## src/rtl/pwmct_pkg.sv

```systemverilog
// pwmct_pkg: register map, field positions and reset values of the pwm and capture timer.
// assumes a 16-bit register port addressed at the printed even offsets.
package pwmct_pkg;
   // ==========================================================================
   // register offsets
   localparam logic [15:0] OFS_COMPARE_A_VALUE = 16'h5300;
   localparam logic [15:0] OFS_COMPARE_B_VALUE = 16'h5302;
   localparam logic [15:0] OFS_COUNTER_VALUE = 16'h5304;
   localparam logic [15:0] OFS_TIMER_CONTROL = 16'h5306;
   localparam logic [15:0] OFS_COUNT_CLOCK_SELECT = 16'h5308;
   localparam logic [15:0] OFS_INTERRUPT_MASK = 16'h530a;
   localparam logic [15:0] OFS_INTERRUPT_FLAGS = 16'h530c;

   // ==========================================================================
   // timer_control bit positions
   localparam int CTL_TIMER_RUN = 0;
   localparam int CTL_TIMER_RESET_CMD = 1;
   localparam int CTL_OUTPUT_ENABLE = 2;
   localparam int CTL_COUNT_CLOCK_SOURCE = 3;
   localparam int CTL_INVERSE_OUTPUT = 4;
   localparam int CTL_COMPARE_BUFFER_ENABLE = 5;
   localparam int CTL_FINE_MODE_SELECT = 6;
   localparam int CTL_INITIAL_LEVEL = 8;

   // ==========================================================================
   // interrupt bit positions, shared by mask and flags
   localparam int IRQ_COMPARE_A = 0;
   localparam int IRQ_COMPARE_B = 1;

   // ==========================================================================
   // widths, reset values and the reserved divider code
   localparam int DIV_W = 4;
   localparam int PRESC_W = 14;
   localparam logic [15:0] RESET_VALUE_16 = 16'h0000;
   localparam logic [DIV_W-1:0] RESET_DIV = 4'h0;
   localparam logic [DIV_W-1:0] DIV_RESERVED = 4'hf;
   localparam logic [1:0] RESET_IRQ_BITS = 2'h0;
endpackage

```

## src/rtl/pwmct_timer.sv

```systemverilog
// pwmct_timer: 16-bit pwm and capture timer with register port, prescaler and interrupt.
// assumes a one-cycle register port master on sys_clk; ext_clk_in is asynchronous.
//
// Summary of operation
// all seven registers are 16 bits wide, at even offsets 0x5300 to 0x530c.
// software writes zero to reserved bits; the block does not depend on it.
// buffer disabled: compare offsets access the active compare registers directly.
// buffer enabled: compare a offset uses a shadow, loaded on counter reset.
// buffer enabled: compare b offset uses a shadow, loaded on counter reset.
// shadow load happens on software reset and on compare b match reset.
// counter equal compare a: flag a, output goes active, counting continues.
// counter equal compare b: flag b, output goes active, counter clears to zero.
// counter is readable, writable by software, and resets to zero.
// output disabled or timer reset: pin takes initial level, inverted by inverse bit.
// fine mode gives half count clock steps of output duty.
// inverse bit makes output active low and inverts the off level.
// clock source bit selects external clock (1) or internal prescaler (0).
// fine mode matches compare a 15:1 to counter 14:0; bit 0 picks edge.
// run bit starts counting; stop keeps the count for resuming.
// timer reset bit is write-only, clears the counter, reads as zero.
// reserved bits ignore writes and read as zero.
`timescale 1ns/10ps
`default_nettype none
module pwmct_timer (
   input wire logic sys_clk, // 10 MHz system clock
   input wire logic reset_n, // asynchronous reset, active low
   input wire logic [15:0] reg_addr, // register byte offset
   input wire logic [15:0] reg_wdata, // write data
   input wire logic reg_wr, // write strobe, one cycle
   input wire logic reg_rd, // read strobe, one cycle
   output logic [15:0] reg_rdata, // read data, cycle after the strobe
   input wire logic ext_clk_in, // external count clock pin
   output logic timer_output_pin, // timer output
   output logic irq // level interrupt request
);

   // ==========================================================================
   // state
   typedef struct packed {
      logic [15:0] cmp_a; // active compare a
      logic [15:0] cmp_b; // active compare b
      logic [15:0] buf_a; // compare a shadow
      logic [15:0] buf_b; // compare b shadow
      logic [15:0] cnt;
      logic timer_run;
      logic output_enable;
      logic count_clock_source;
      logic inverse_output;
      logic compare_buffer_enable;
      logic fine_mode_select;
      logic initial_level;
      logic [pwmct_pkg::DIV_W-1:0] div_sel;
      logic [1:0] irq_mask;
      logic [1:0] irq_flags;
      logic [pwmct_pkg::PRESC_W-1:0] presc;
      logic ext_s1;
      logic ext_s2;
      logic ext_s3;
      logic ext_lvl; // filtered external clock level
      logic raw_lvl; // output level before inversion
      logic fine_pend; // output change waiting for the falling edge
      logic pin;
      logic irq;
      logic [15:0] rdata;
   } pwmct_state_t;

   pwmct_state_t state_reg;
   pwmct_state_t state_next;
   logic rst_s1_reg;
   logic rst_n_sync_reg;

   // ==========================================================================
   // reset release through two flops
   always_ff @(posedge sys_clk or negedge reset_n) begin
      if (!reset_n) begin
         rst_s1_reg <= 1'b0;
         rst_n_sync_reg <= 1'b0;
      end else begin
         rst_s1_reg <= 1'b1;
         rst_n_sync_reg <= rst_s1_reg;
      end
   end

   // ==========================================================================
   // next state
   always_comb begin
      logic [pwmct_pkg::PRESC_W:0] one_hot;
      logic [pwmct_pkg::PRESC_W-1:0] dmask;
      logic ext_stable;
      logic ext_rise;
      logic ext_fall;
      logic int_tick;
      logic int_half;
      logic tick;
      logic half;
      logic match_a;
      logic match_b;
      logic [1:0] irq_set;
      logic wr_ctl;
      logic load_shadow;
      one_hot = '0;
      dmask = '0;
      ext_stable = 1'b0;
      ext_rise = 1'b0;
      ext_fall = 1'b0;
      int_tick = 1'b0;
      int_half = 1'b0;
      tick = 1'b0;
      half = 1'b0;
      match_a = 1'b0;
      match_b = 1'b0;
      irq_set = 2'h0;
      wr_ctl = 1'b0;
      load_shadow = 1'b0;
      state_next = state_reg;

      // external clock: three flops, a change counts when the last two agree
      state_next.ext_s1 = ext_clk_in;
      state_next.ext_s2 = state_reg.ext_s1;
      state_next.ext_s3 = state_reg.ext_s2;
      ext_stable = (state_reg.ext_s2 == state_reg.ext_s3);
      if (ext_stable) begin
         state_next.ext_lvl = state_reg.ext_s3;
      end
      ext_rise = ext_stable && state_reg.ext_s3 && !state_reg.ext_lvl;
      ext_fall = ext_stable && !state_reg.ext_s3 && state_reg.ext_lvl;

      // free running prescaler; divide by 2^div_sel as a one-cycle enable
      state_next.presc = state_reg.presc + {{(pwmct_pkg::PRESC_W-1){1'b0}}, 1'b1};
      one_hot = {{pwmct_pkg::PRESC_W{1'b0}}, 1'b1} << state_reg.div_sel;
      dmask = one_hot[pwmct_pkg::PRESC_W-1:0] - {{(pwmct_pkg::PRESC_W-1){1'b0}}, 1'b1};
      int_tick = (state_reg.div_sel != pwmct_pkg::DIV_RESERVED) && ((state_reg.presc & dmask) == dmask);
      // mid-period enable stands in for the falling input edge; at divide by 1 it is the next cycle
      int_half = (state_reg.div_sel == pwmct_pkg::RESET_DIV) || ((state_reg.presc & dmask) == (dmask >> 1));

      // count clock choice
      tick = state_reg.count_clock_source ? ext_rise : int_tick;
      half = state_reg.count_clock_source ? ext_fall : int_half;

      // a delayed fine-mode output change lands on the half-period edge
      if (state_reg.fine_pend && half) begin
         state_next.fine_pend = 1'b0;
         state_next.raw_lvl = 1'b1;
      end

      // compare and count, only while running
      match_a = state_reg.fine_mode_select ? (state_reg.cmp_a[15:1] == state_reg.cnt[14:0])
                                           : (state_reg.cmp_a == state_reg.cnt);
      match_b = (state_reg.cmp_b == state_reg.cnt);
      if (state_reg.timer_run && tick) begin
         if (match_b) begin
            state_next.cnt = pwmct_pkg::RESET_VALUE_16;
            state_next.raw_lvl = 1'b1;
            irq_set[pwmct_pkg::IRQ_COMPARE_B] = 1'b1;
            load_shadow = state_reg.compare_buffer_enable;
         end else begin
            state_next.cnt = state_reg.cnt + 16'h0001;
         end
         if (match_a) begin
            irq_set[pwmct_pkg::IRQ_COMPARE_A] = 1'b1;
            if (state_reg.fine_mode_select && state_reg.cmp_a[0]) begin
               state_next.fine_pend = 1'b1;
            end else begin
               state_next.raw_lvl = 1'b1;
            end
         end
      end

      // software writes override the count in the same cycle
      if (reg_wr) begin
         unique case (reg_addr)
            pwmct_pkg::OFS_COMPARE_A_VALUE: begin
               state_next.buf_a = reg_wdata;
               if (!state_reg.compare_buffer_enable) begin
                  state_next.cmp_a = reg_wdata;
               end
            end
            pwmct_pkg::OFS_COMPARE_B_VALUE: begin
               state_next.buf_b = reg_wdata;
               if (!state_reg.compare_buffer_enable) begin
                  state_next.cmp_b = reg_wdata;
               end
            end
            pwmct_pkg::OFS_COUNTER_VALUE: begin
               state_next.cnt = reg_wdata;
            end
            pwmct_pkg::OFS_TIMER_CONTROL: begin
               wr_ctl = 1'b1;
               // reserved bits are simply not stored
               state_next.timer_run = reg_wdata[pwmct_pkg::CTL_TIMER_RUN];
               state_next.output_enable = reg_wdata[pwmct_pkg::CTL_OUTPUT_ENABLE];
               state_next.count_clock_source = reg_wdata[pwmct_pkg::CTL_COUNT_CLOCK_SOURCE];
               state_next.inverse_output = reg_wdata[pwmct_pkg::CTL_INVERSE_OUTPUT];
               state_next.compare_buffer_enable = reg_wdata[pwmct_pkg::CTL_COMPARE_BUFFER_ENABLE];
               state_next.fine_mode_select = reg_wdata[pwmct_pkg::CTL_FINE_MODE_SELECT];
               state_next.initial_level = reg_wdata[pwmct_pkg::CTL_INITIAL_LEVEL];
            end
            pwmct_pkg::OFS_COUNT_CLOCK_SELECT: begin
               state_next.div_sel = reg_wdata[pwmct_pkg::DIV_W-1:0];
            end
            pwmct_pkg::OFS_INTERRUPT_MASK: begin
               state_next.irq_mask = reg_wdata[1:0];
            end
            default: begin
               // flags clear by read; unmapped writes are dropped
            end
         endcase
      end

      // timer reset command: clear counter, restore initial level, reload shadows
      if (wr_ctl && reg_wdata[pwmct_pkg::CTL_TIMER_RESET_CMD]) begin
         state_next.cnt = pwmct_pkg::RESET_VALUE_16;
         state_next.raw_lvl = reg_wdata[pwmct_pkg::CTL_INITIAL_LEVEL];
         state_next.fine_pend = 1'b0;
         load_shadow = reg_wdata[pwmct_pkg::CTL_COMPARE_BUFFER_ENABLE];
      end

      // shadow to active transfer at counter reset
      if (load_shadow) begin
         state_next.cmp_a = state_reg.buf_a;
         state_next.cmp_b = state_reg.buf_b;
      end

      // sticky flags; a read clears them but a new event in the same cycle wins
      if (reg_rd && (reg_addr == pwmct_pkg::OFS_INTERRUPT_FLAGS)) begin
         state_next.irq_flags = irq_set;
      end else begin
         state_next.irq_flags = state_reg.irq_flags | irq_set;
      end

      // read data, registered so it stands exactly one cycle after the strobe
      state_next.rdata = 16'h0000;
      if (reg_rd) begin
         unique case (reg_addr)
            pwmct_pkg::OFS_COMPARE_A_VALUE: begin
               state_next.rdata = state_reg.compare_buffer_enable ? state_reg.buf_a : state_reg.cmp_a;
            end
            pwmct_pkg::OFS_COMPARE_B_VALUE: begin
               state_next.rdata = state_reg.compare_buffer_enable ? state_reg.buf_b : state_reg.cmp_b;
            end
            pwmct_pkg::OFS_COUNTER_VALUE: begin
               state_next.rdata = state_reg.cnt;
            end
            pwmct_pkg::OFS_TIMER_CONTROL: begin
               // reset command bit always reads zero
               state_next.rdata[pwmct_pkg::CTL_TIMER_RUN] = state_reg.timer_run;
               state_next.rdata[pwmct_pkg::CTL_OUTPUT_ENABLE] = state_reg.output_enable;
               state_next.rdata[pwmct_pkg::CTL_COUNT_CLOCK_SOURCE] = state_reg.count_clock_source;
               state_next.rdata[pwmct_pkg::CTL_INVERSE_OUTPUT] = state_reg.inverse_output;
               state_next.rdata[pwmct_pkg::CTL_COMPARE_BUFFER_ENABLE] = state_reg.compare_buffer_enable;
               state_next.rdata[pwmct_pkg::CTL_FINE_MODE_SELECT] = state_reg.fine_mode_select;
               state_next.rdata[pwmct_pkg::CTL_INITIAL_LEVEL] = state_reg.initial_level;
            end
            pwmct_pkg::OFS_COUNT_CLOCK_SELECT: begin
               state_next.rdata[pwmct_pkg::DIV_W-1:0] = state_reg.div_sel;
            end
            pwmct_pkg::OFS_INTERRUPT_MASK: begin
               state_next.rdata[1:0] = state_reg.irq_mask;
            end
            pwmct_pkg::OFS_INTERRUPT_FLAGS: begin
               state_next.rdata[1:0] = state_reg.irq_flags;
            end
            default: begin
               state_next.rdata = 16'h0000; // unmapped reads return zero
            end
         endcase
      end

      // output pin: off level when disabled, polarity applied last
      if (state_next.output_enable) begin
         state_next.pin = state_next.raw_lvl ^ state_next.inverse_output;
      end else begin
         state_next.pin = state_next.initial_level ^ state_next.inverse_output;
      end
      state_next.irq = |(state_next.irq_flags & state_next.irq_mask);
   end

   // ==========================================================================
   // state register
   always_ff @(posedge sys_clk or negedge rst_n_sync_reg) begin
      if (!rst_n_sync_reg) begin
         state_reg <= '0; // all fields reset to zero, matching the register defaults
      end else begin
         state_reg <= state_next;
      end
   end

   // ==========================================================================
   // outputs straight from flops
   assign reg_rdata = state_reg.rdata;
   assign timer_output_pin = state_reg.pin;
   assign irq = state_reg.irq;

endmodule
`default_nettype wire

```

## config.mk

```make
export PLATFORM = sky130hd
export DESIGN_NAME = pwmct_timer
export DESIGN_NICKNAME = d
export VERILOG_FILES = /design/src/rtl/pwmct_pkg.sv /design/src/rtl/pwmct_timer.sv
export SDC_FILE = /design/constraint.sdc
export NUM_CORES = 1
export LEC_CHECK = 0
export ABC_AREA = 1
export BUFFER_PORTS_ARGS = -buffer_cell sky130_fd_sc_hd__buf_2
export CORE_UTILIZATION = 42
export DETAILED_ROUTE_END_ITERATION = 7
export PLACE_DENSITY_LB_ADDON = 0.12
export SKIP_CTS_REPAIR_TIMING = 1
export SYNTH_ARGS = -nofsm -noshare
export SYNTH_HDL_FRONTEND = slang
export SYNTH_SLANG_ARGS = --single-unit
export TNS_END_PERCENT = 30
```

## constraint.sdc

```tcl
create_clock -name sys_clk -period 4.17 [get_ports sys_clk]
set_input_delay 0.6255 -clock sys_clk [delete_from_list [all_inputs] [get_ports sys_clk]]
set_output_delay 0.6255 -clock sys_clk [all_outputs]
set_load 0.03 [all_outputs]
```

After elaboration in Yosys (flattened, before gate mapping)
Index checks and enable logic that the tools add are counted.
{ "word_totals": {"ff_bits": 135, "latchBits": 0, "mem_bits_rw": 0, "romBits": 0, "in_bits": 37, "word_cells": 119, "memories": 0} }
{ "classes": {"addsub": 3, "multipliers": 0, "n_div": 0, "n_lt_le_gt_ge": 0, "n_eq_ne": 15, "shifts": 1, "n_mux": 44, "bitwise": 5, "reduce_logical": 24} }
{ "ops": {"columns": ["op", "count"], "rows": [
  ["16-bit two-way mux", 12],
  ["16-bit by 15-bit equality test with 1-bit output (second input constant)", 7],
  ["93-bit two-way mux", 1],
  ["16-bit equality test", 2],
  ["32-bit two-way mux", 1],
  ["7-bit one-hot mux with 3 select lines", 1],
  ["16-bit by 1-bit adder with 16-bit output (second input constant)", 1],
  ["15-bit equality test", 1],
  ["14-bit by 1-bit adder with 14-bit output (second input constant)", 1],
  ["14-bit bitwise AND", 1],
  ["14-bit by 13-bit equality test with 1-bit output", 1],
  ["14-bit equality test", 1],
  ["1-bit two-way mux", 14],
  ["2-bit two-way mux", 7],
  ["1-bit by 4-bit << shifter with 14-bit output (first input constant)", 1],
  ["14-bit by 1-bit subtractor with 14-bit output (second input constant)", 1],
  ["3-bit one-hot mux with 4 select lines", 1],
  ["1-bit logical AND", 10],
  ["2-bit one-hot mux with 5 select lines", 1],
  ["2-bit AND reduction", 4],
  ["7-bit two-way mux", 1],
  ["1-bit one-hot mux with 7 select lines", 1],
  ["1-bit one-hot mux with 6 select lines", 1],
  ["3-bit AND reduction", 2],
  ["14 further kinds", 18]
]} }

Longest topological paths before layout
{ "depth": {"ltp_word": 15, "depth_mapped": 22, "depth_no_buf": 21} }

Worst setup path after synthesis
OpenSTA, ideal clock, no wires.
{ "synth_path": {"kind": "register to register", "start": "reg state_reg[44] (netlist name)", "end": "reg state_reg[129] (netlist name)", "setup_ns": 0.125, "arrival_ns": 2.457, "required_time_ns": 4.045, "slack_ns": 1.587, "path_stages_with_launch": 19, "synth_period_minus_slack_ns": 2.583, "cell_sequence": "dfrtp_1 buf_2 nor2_2 nand2_1 ha_1 inv_1 nand2_1 nand3_1 nor2_1 nand3_1 nor2_1 nand3_1 nand2_1 nand3_2 o22ai_4 nor2_4 buf_2 nand2_1 nand3_1"} }
{ "synth_between": {"elab_chain_len": 11, "word_cells_on_any_way": 15, "classes_between": "add/sub (1); eq/ne (3); shift (1); mux (4); bitwise (1); reduce/logical (5)"} }
{ "synth_rtl": {"columns": ["element", "line_no", "rtl"], "rows": [
  ["start, declared", "pwmct_timer.sv:67", "pwmct_state_t state_reg;"],
  ["start signal, assigned", "pwmct_timer.sv:284", "state_reg <= state_next;"],
  ["1-bit by 4-bit << shifter with 14-bit output", "pwmct_timer.sv:130", "one_hot = {{pwmct_pkg::PRESC_W{1'b0}}, 1'b1} << state_reg.div_sel;"],
  ["14-bit by 1-bit subtractor with 14-bit output", "pwmct_timer.sv:131", "dmask = one_hot[pwmct_pkg::PRESC_W-1:0] - {{(pwmct_pkg::PRESC_W-1){1'b0}}, 1'b1};"],
  ["14-bit bitwise AND", "pwmct_timer.sv:132", "int_tick = (state_reg.div_sel != pwmct_pkg::DIV_RESERVED) && ((state_reg.presc & dmask) == dmask);"],
  ["14-bit equality test", "pwmct_timer.sv:132", null],
  ["1-bit logical AND (*)", "pwmct_timer.sv:132", null],
  ["1-bit two-way mux (*)", "pwmct_timer.sv:137", "tick = state_reg.count_clock_source ? ext_rise : int_tick;"],
  ["1-bit logical AND (*)", "pwmct_timer.sv:150", "if (state_reg.timer_run && tick) begin"],
  ["1-bit two-way mux (*)", "pwmct_timer.sv:150", null],
  ["1-bit two-way mux (*)", "pwmct_timer.sv:211", "if (wr_ctl && reg_wdata[pwmct_pkg::CTL_TIMER_RESET_CMD]) begin"],
  ["2-bit by 1-bit != test with 1-bit output (no source line) or 2-bit nonzero test (tied branches)", null, null],
  ["3-bit AND reduction (no source line)", null, null]
]} }
Every way passes the cells marked *; elsewhere a longest branch is shown, timed or not.
A chain may end at the register's enable or synchronous reset.

Worst setup path after layout
{ "layout_path": {"start": "reg state_reg[44] (netlist name)", "end": "reg state_reg[111] (netlist name)"} }
The elaborated chain is that of the path after synthesis.

==> flow_metrics.py <==
metrics = {
    "placement": {
        "gp_congestion": 0.998,
        "place_hpwl_um": 21200,
        "port_buffers": 54,
        "place_area_mm2": 0.00863,
    },
    "grt": {
        "grt_overflow_total": 0,
        "antenna_found_initial": 0,
        "track_usage": 0.301,
        "grt_max_degree": 80,
        "grt_pass1_wl_um": 44800,
        "grt_pass1_vias": 7726,
    },
    "cts": {
        "cts-root-buf": "clkbuf_16",
        "clk_pin_slew_ns": 0.06,
        "cts.sinks": 135,
        "clock_path_buffers": 2,
        "cts_tree": "yes",
        "insertion_delay_ns": 0.43,
        "h-tree-depth": 4,
        "cts_buffers": 17,
    },
    "cells_and_area": {
        "largest_reg_flops": 113,
        "drive_above_1_share": 0.0991,
        "stdcell_area_mm2": 0.00928,
        "n_antenna_cell": 0,
        "nets": 1240,
        "syn_to_final_growth_pct": 13.8,
    },
    "die": {
        "std_cell_rows": 50,
        "die-width_um": 141,
        "start_util": 0.432,
        "core_area_mm2": 0.0189,
        "boundaryPins": 55,
        "die_y_um": 141,
        "die-area_mm2": 0.0200,
    },
    "sta": {
        "finalSetupViolations": 0,
        "hold_viol_final": 0,
        "holdWs_ns": 0.314,
        "finalMaxSlewViolations": 0,
        "clock_skew_ns": 0.0106,
        "period_needed_ns": 3.32,
        "period_share": 0.795,
        "fmax_mhz": 302,
        "grt_setup_unrepaired": "false",
        "setup_tns_ns": 0,
        "relSlewSlack": 0.477,
        "worst_pin_slew_ns": 0.782,
    },
    "flow_run": {
        "drv_cap": 0,
    },
    "routing": {
        "route.antenna.remaining_nets": 0,
        "drcViolationCount": 0,
        "first_iter_violations": 683,
        "first_pass_iters": 5,
        "wire_per_inst_um": 19.2,
        "drt-total-wl_um": 28200,
        "avgViaCountPerCell": 5.48,
        "vias": 8065,
    },
    "pwr": {
        "ir_drop_uv": 258,
        "power_per_cell_area_mw_per_mm2": 330,
        "p_leak_nw": 4.48,
    },
    "yosys": {
        "yosys.cell_types.count": 41,
        "postSynthRegisterBits": 135,
        "synth.avg_cell_area_um2": 7.03,
        "synth_seq_area_share": 0.414,
        "syn_nets": 1202,
        "syn-instance-count": 1160,
        "yosysWarnings": 0,
        "netlist_area_mm2": 0.00815,
    },
    "critical_path": {
        "cp-start-kind": "flip-flop",
        "worstPathRequired_ns": 4.47,
        "path_class": "reg2reg",
        "end_kind": "flip-flop",
        "cp_max_fo": 31,
        "cp.arrival_ns": 3.62,
    },
    "hold_path": {
        "hold_class": "in2reg",
    },
    "run_status": {
        "outcome": "completed",
    },
}
[metal layers]
layer  part of all wire  track usage
met5                  0            0
met4              0.022       0.0950
met3              0.082       0.0628
met2               0.44        0.454
met1               0.45        0.432
[per-stage QoR]
step / std cells / utilization / setup WS [ns] / power, mW
2_1_floorplan: 1160 / - / 0.130 / 1.39
5_1_grt: 1471 / 0.491 / 0.442 / 3.17
6_report: 1471 / 0.491 / 0.854 / 3.07
3_5_place_dp: 1438 / 0.457 / 0.603 / 1.44
4_1_cts: 1470 / 0.491 / 0.890 / 3.09
3_3_place_gp: 1438 / 0.457 / 0.533 / 1.44
[worst paths after layout]
| kind | from | endpoint | slack [ns] | cells after the start |
|---|---|---|---|---|
| setup / recovery | state_reg[44]$_DFFE_PN0P_ | state_reg[111]$_DFFE_PN0P_ | 0.85 | 17 |
| hold / removal | ext_clk_in | state_next[22]$_DFF_PN0_ | 0.31 | 1 |
| setup reg to reg | state_reg[44]$_DFFE_PN0P_ | state_reg[111]$_DFFE_PN0P_ | 0.85 | 17 |
| hold reg to reg | state_next[22]$_DFF_PN0_ | state_next[21]$_DFF_PN0_ | 0.36 | 0 |
| max in group asynchronous | rst_n_sync_reg$_DFF_PN0_ | reg_rdata[15]$_DFF_PN0_ | 2.88 | 1 |
| min in group asynchronous | rst_n_sync_reg$_DFF_PN0_ | state_reg[70]$_DFFE_PN0P_ | 0.39 | 0 |
[critical path, cell delays in order, from the launching register on]
cell,delay (ns)
dfrtp_1,0.49
nor2_2,0.24
nand2_1,0.16
ha_1,0.33
inv_1,0.06
nand2_1,0.06
nand3_1,0.07
nor2_1,0.13
nand3_1,0.09
nor2_1,0.09
nand3_1,0.11
nand2_1,0.14
nand3_2,0.17
o22ai_4,0.49
nor2_2,0.07
buf_4,0.27
nand3_1,0.11
nand3_1,0.07
[cell type report]
class	count	area, µm²
fill	1987	9610
multi-input combinational	839	4000
sequential	135	3380
inverter	130	488
clock buffer	19	443
timing repair buffer	75	443
tap	260	325
clock inverter	13	195
[Yosys cell counts, drive strengths merged]
master | count | area [µm²]
ha | 5 | 62.6
nand4 | 12 | 75.1
a32oi | 1 | 8.76
nor2 | 99 | 394
clkinv | 4 | 15.0
xnor2 | 9 | 78.8
nor4 | 9 | 56.3
nor3 | 22 | 120
o21ai | 102 | 510
a22o | 1 | 8.76
or2 | 2 | 12.5
nand3b | 3 | 22.5
a22oi | 1 | 7.51
nand2 | 354 | 1330
nand3 | 120 | 611
o2111ai | 3 | 26.3
clkbuf | 28 | 105
a21boi | 2 | 18.8
o211ai | 7 | 52.6
dfrtp | 135 | 3380
a221o | 1 | 10.0
o31ai | 3 | 22.5
buf | 28 | 180
xor2 | 26 | 228
a21o | 1 | 7.51
a211oi | 2 | 15.0
conb | 1 | 3.75
a21oi | 35 | 175
o221ai | 3 | 26.3
a221oi | 5 | 43.8
o22ai | 10 | 76.3
inv | 126 | 473
[report_power, final]
group	switching, mW	total, mW	internal (mW)
logic	0.0657	0.0890	0.0232
clock network	0.623	1.65	1.03
registers	0.0131	1.33	1.31
[cell families (layout without fill, tap and decap cells)]
family / Yosys count / in the layout / share of synthesized area
simple gates: 621 / 621 / 0.321
flops: 135 / 135 / 0.414
fa+ha+maj: 5 / 5 / 0.00767
other cells: 1 / 1 / 0.000460
compound gates: 177 / 177 / 0.124
buf+inv: 186 / 237 / 0.0948
xor+xnor: 35 / 35 / 0.0376
[cell usage in the layout, fill, tap and decap left out, types with 2 or more instances in the layout]
cell | netlist | routed
inv_6 | 0 | 3
o2111ai_1 | 3 | 3
nand4_1 | 12 | 12
nor2_1 | 94 | 94
bufinv_16 | 0 | 4
o221ai_1 | 3 | 3
a21oi_1 | 35 | 35
ha_1 | 5 | 5
o31ai_1 | 3 | 3
a211oi_1 | 2 | 2
nand3_2 | 2 | 2
nand3b_1 | 3 | 3
clkinv_1 | 4 | 4
o211ai_1 | 7 | 7
xnor2_1 | 9 | 9
o21ai_1 | 2 | 2
clkinv_4 | 0 | 5
nor2_2 | 3 | 3
o21ai_0 | 100 | 100
inv_1 | 125 | 125
buf_2 | 12 | 54
a221oi_1 | 5 | 5
dfrtp_1 | 135 | 134
buf_4 | 16 | 19
nand3_1 | 118 | 118
o22ai_1 | 9 | 9
or2_2 | 2 | 2
nor2_4 | 2 | 2
clkbuf_16 | 0 | 17
nor3_1 | 20 | 20
nor4_1 | 9 | 9
nor3_2 | 2 | 2
xor2_1 | 26 | 26
nand2_1 | 354 | 354
Power figures use the tool's default switching activity.
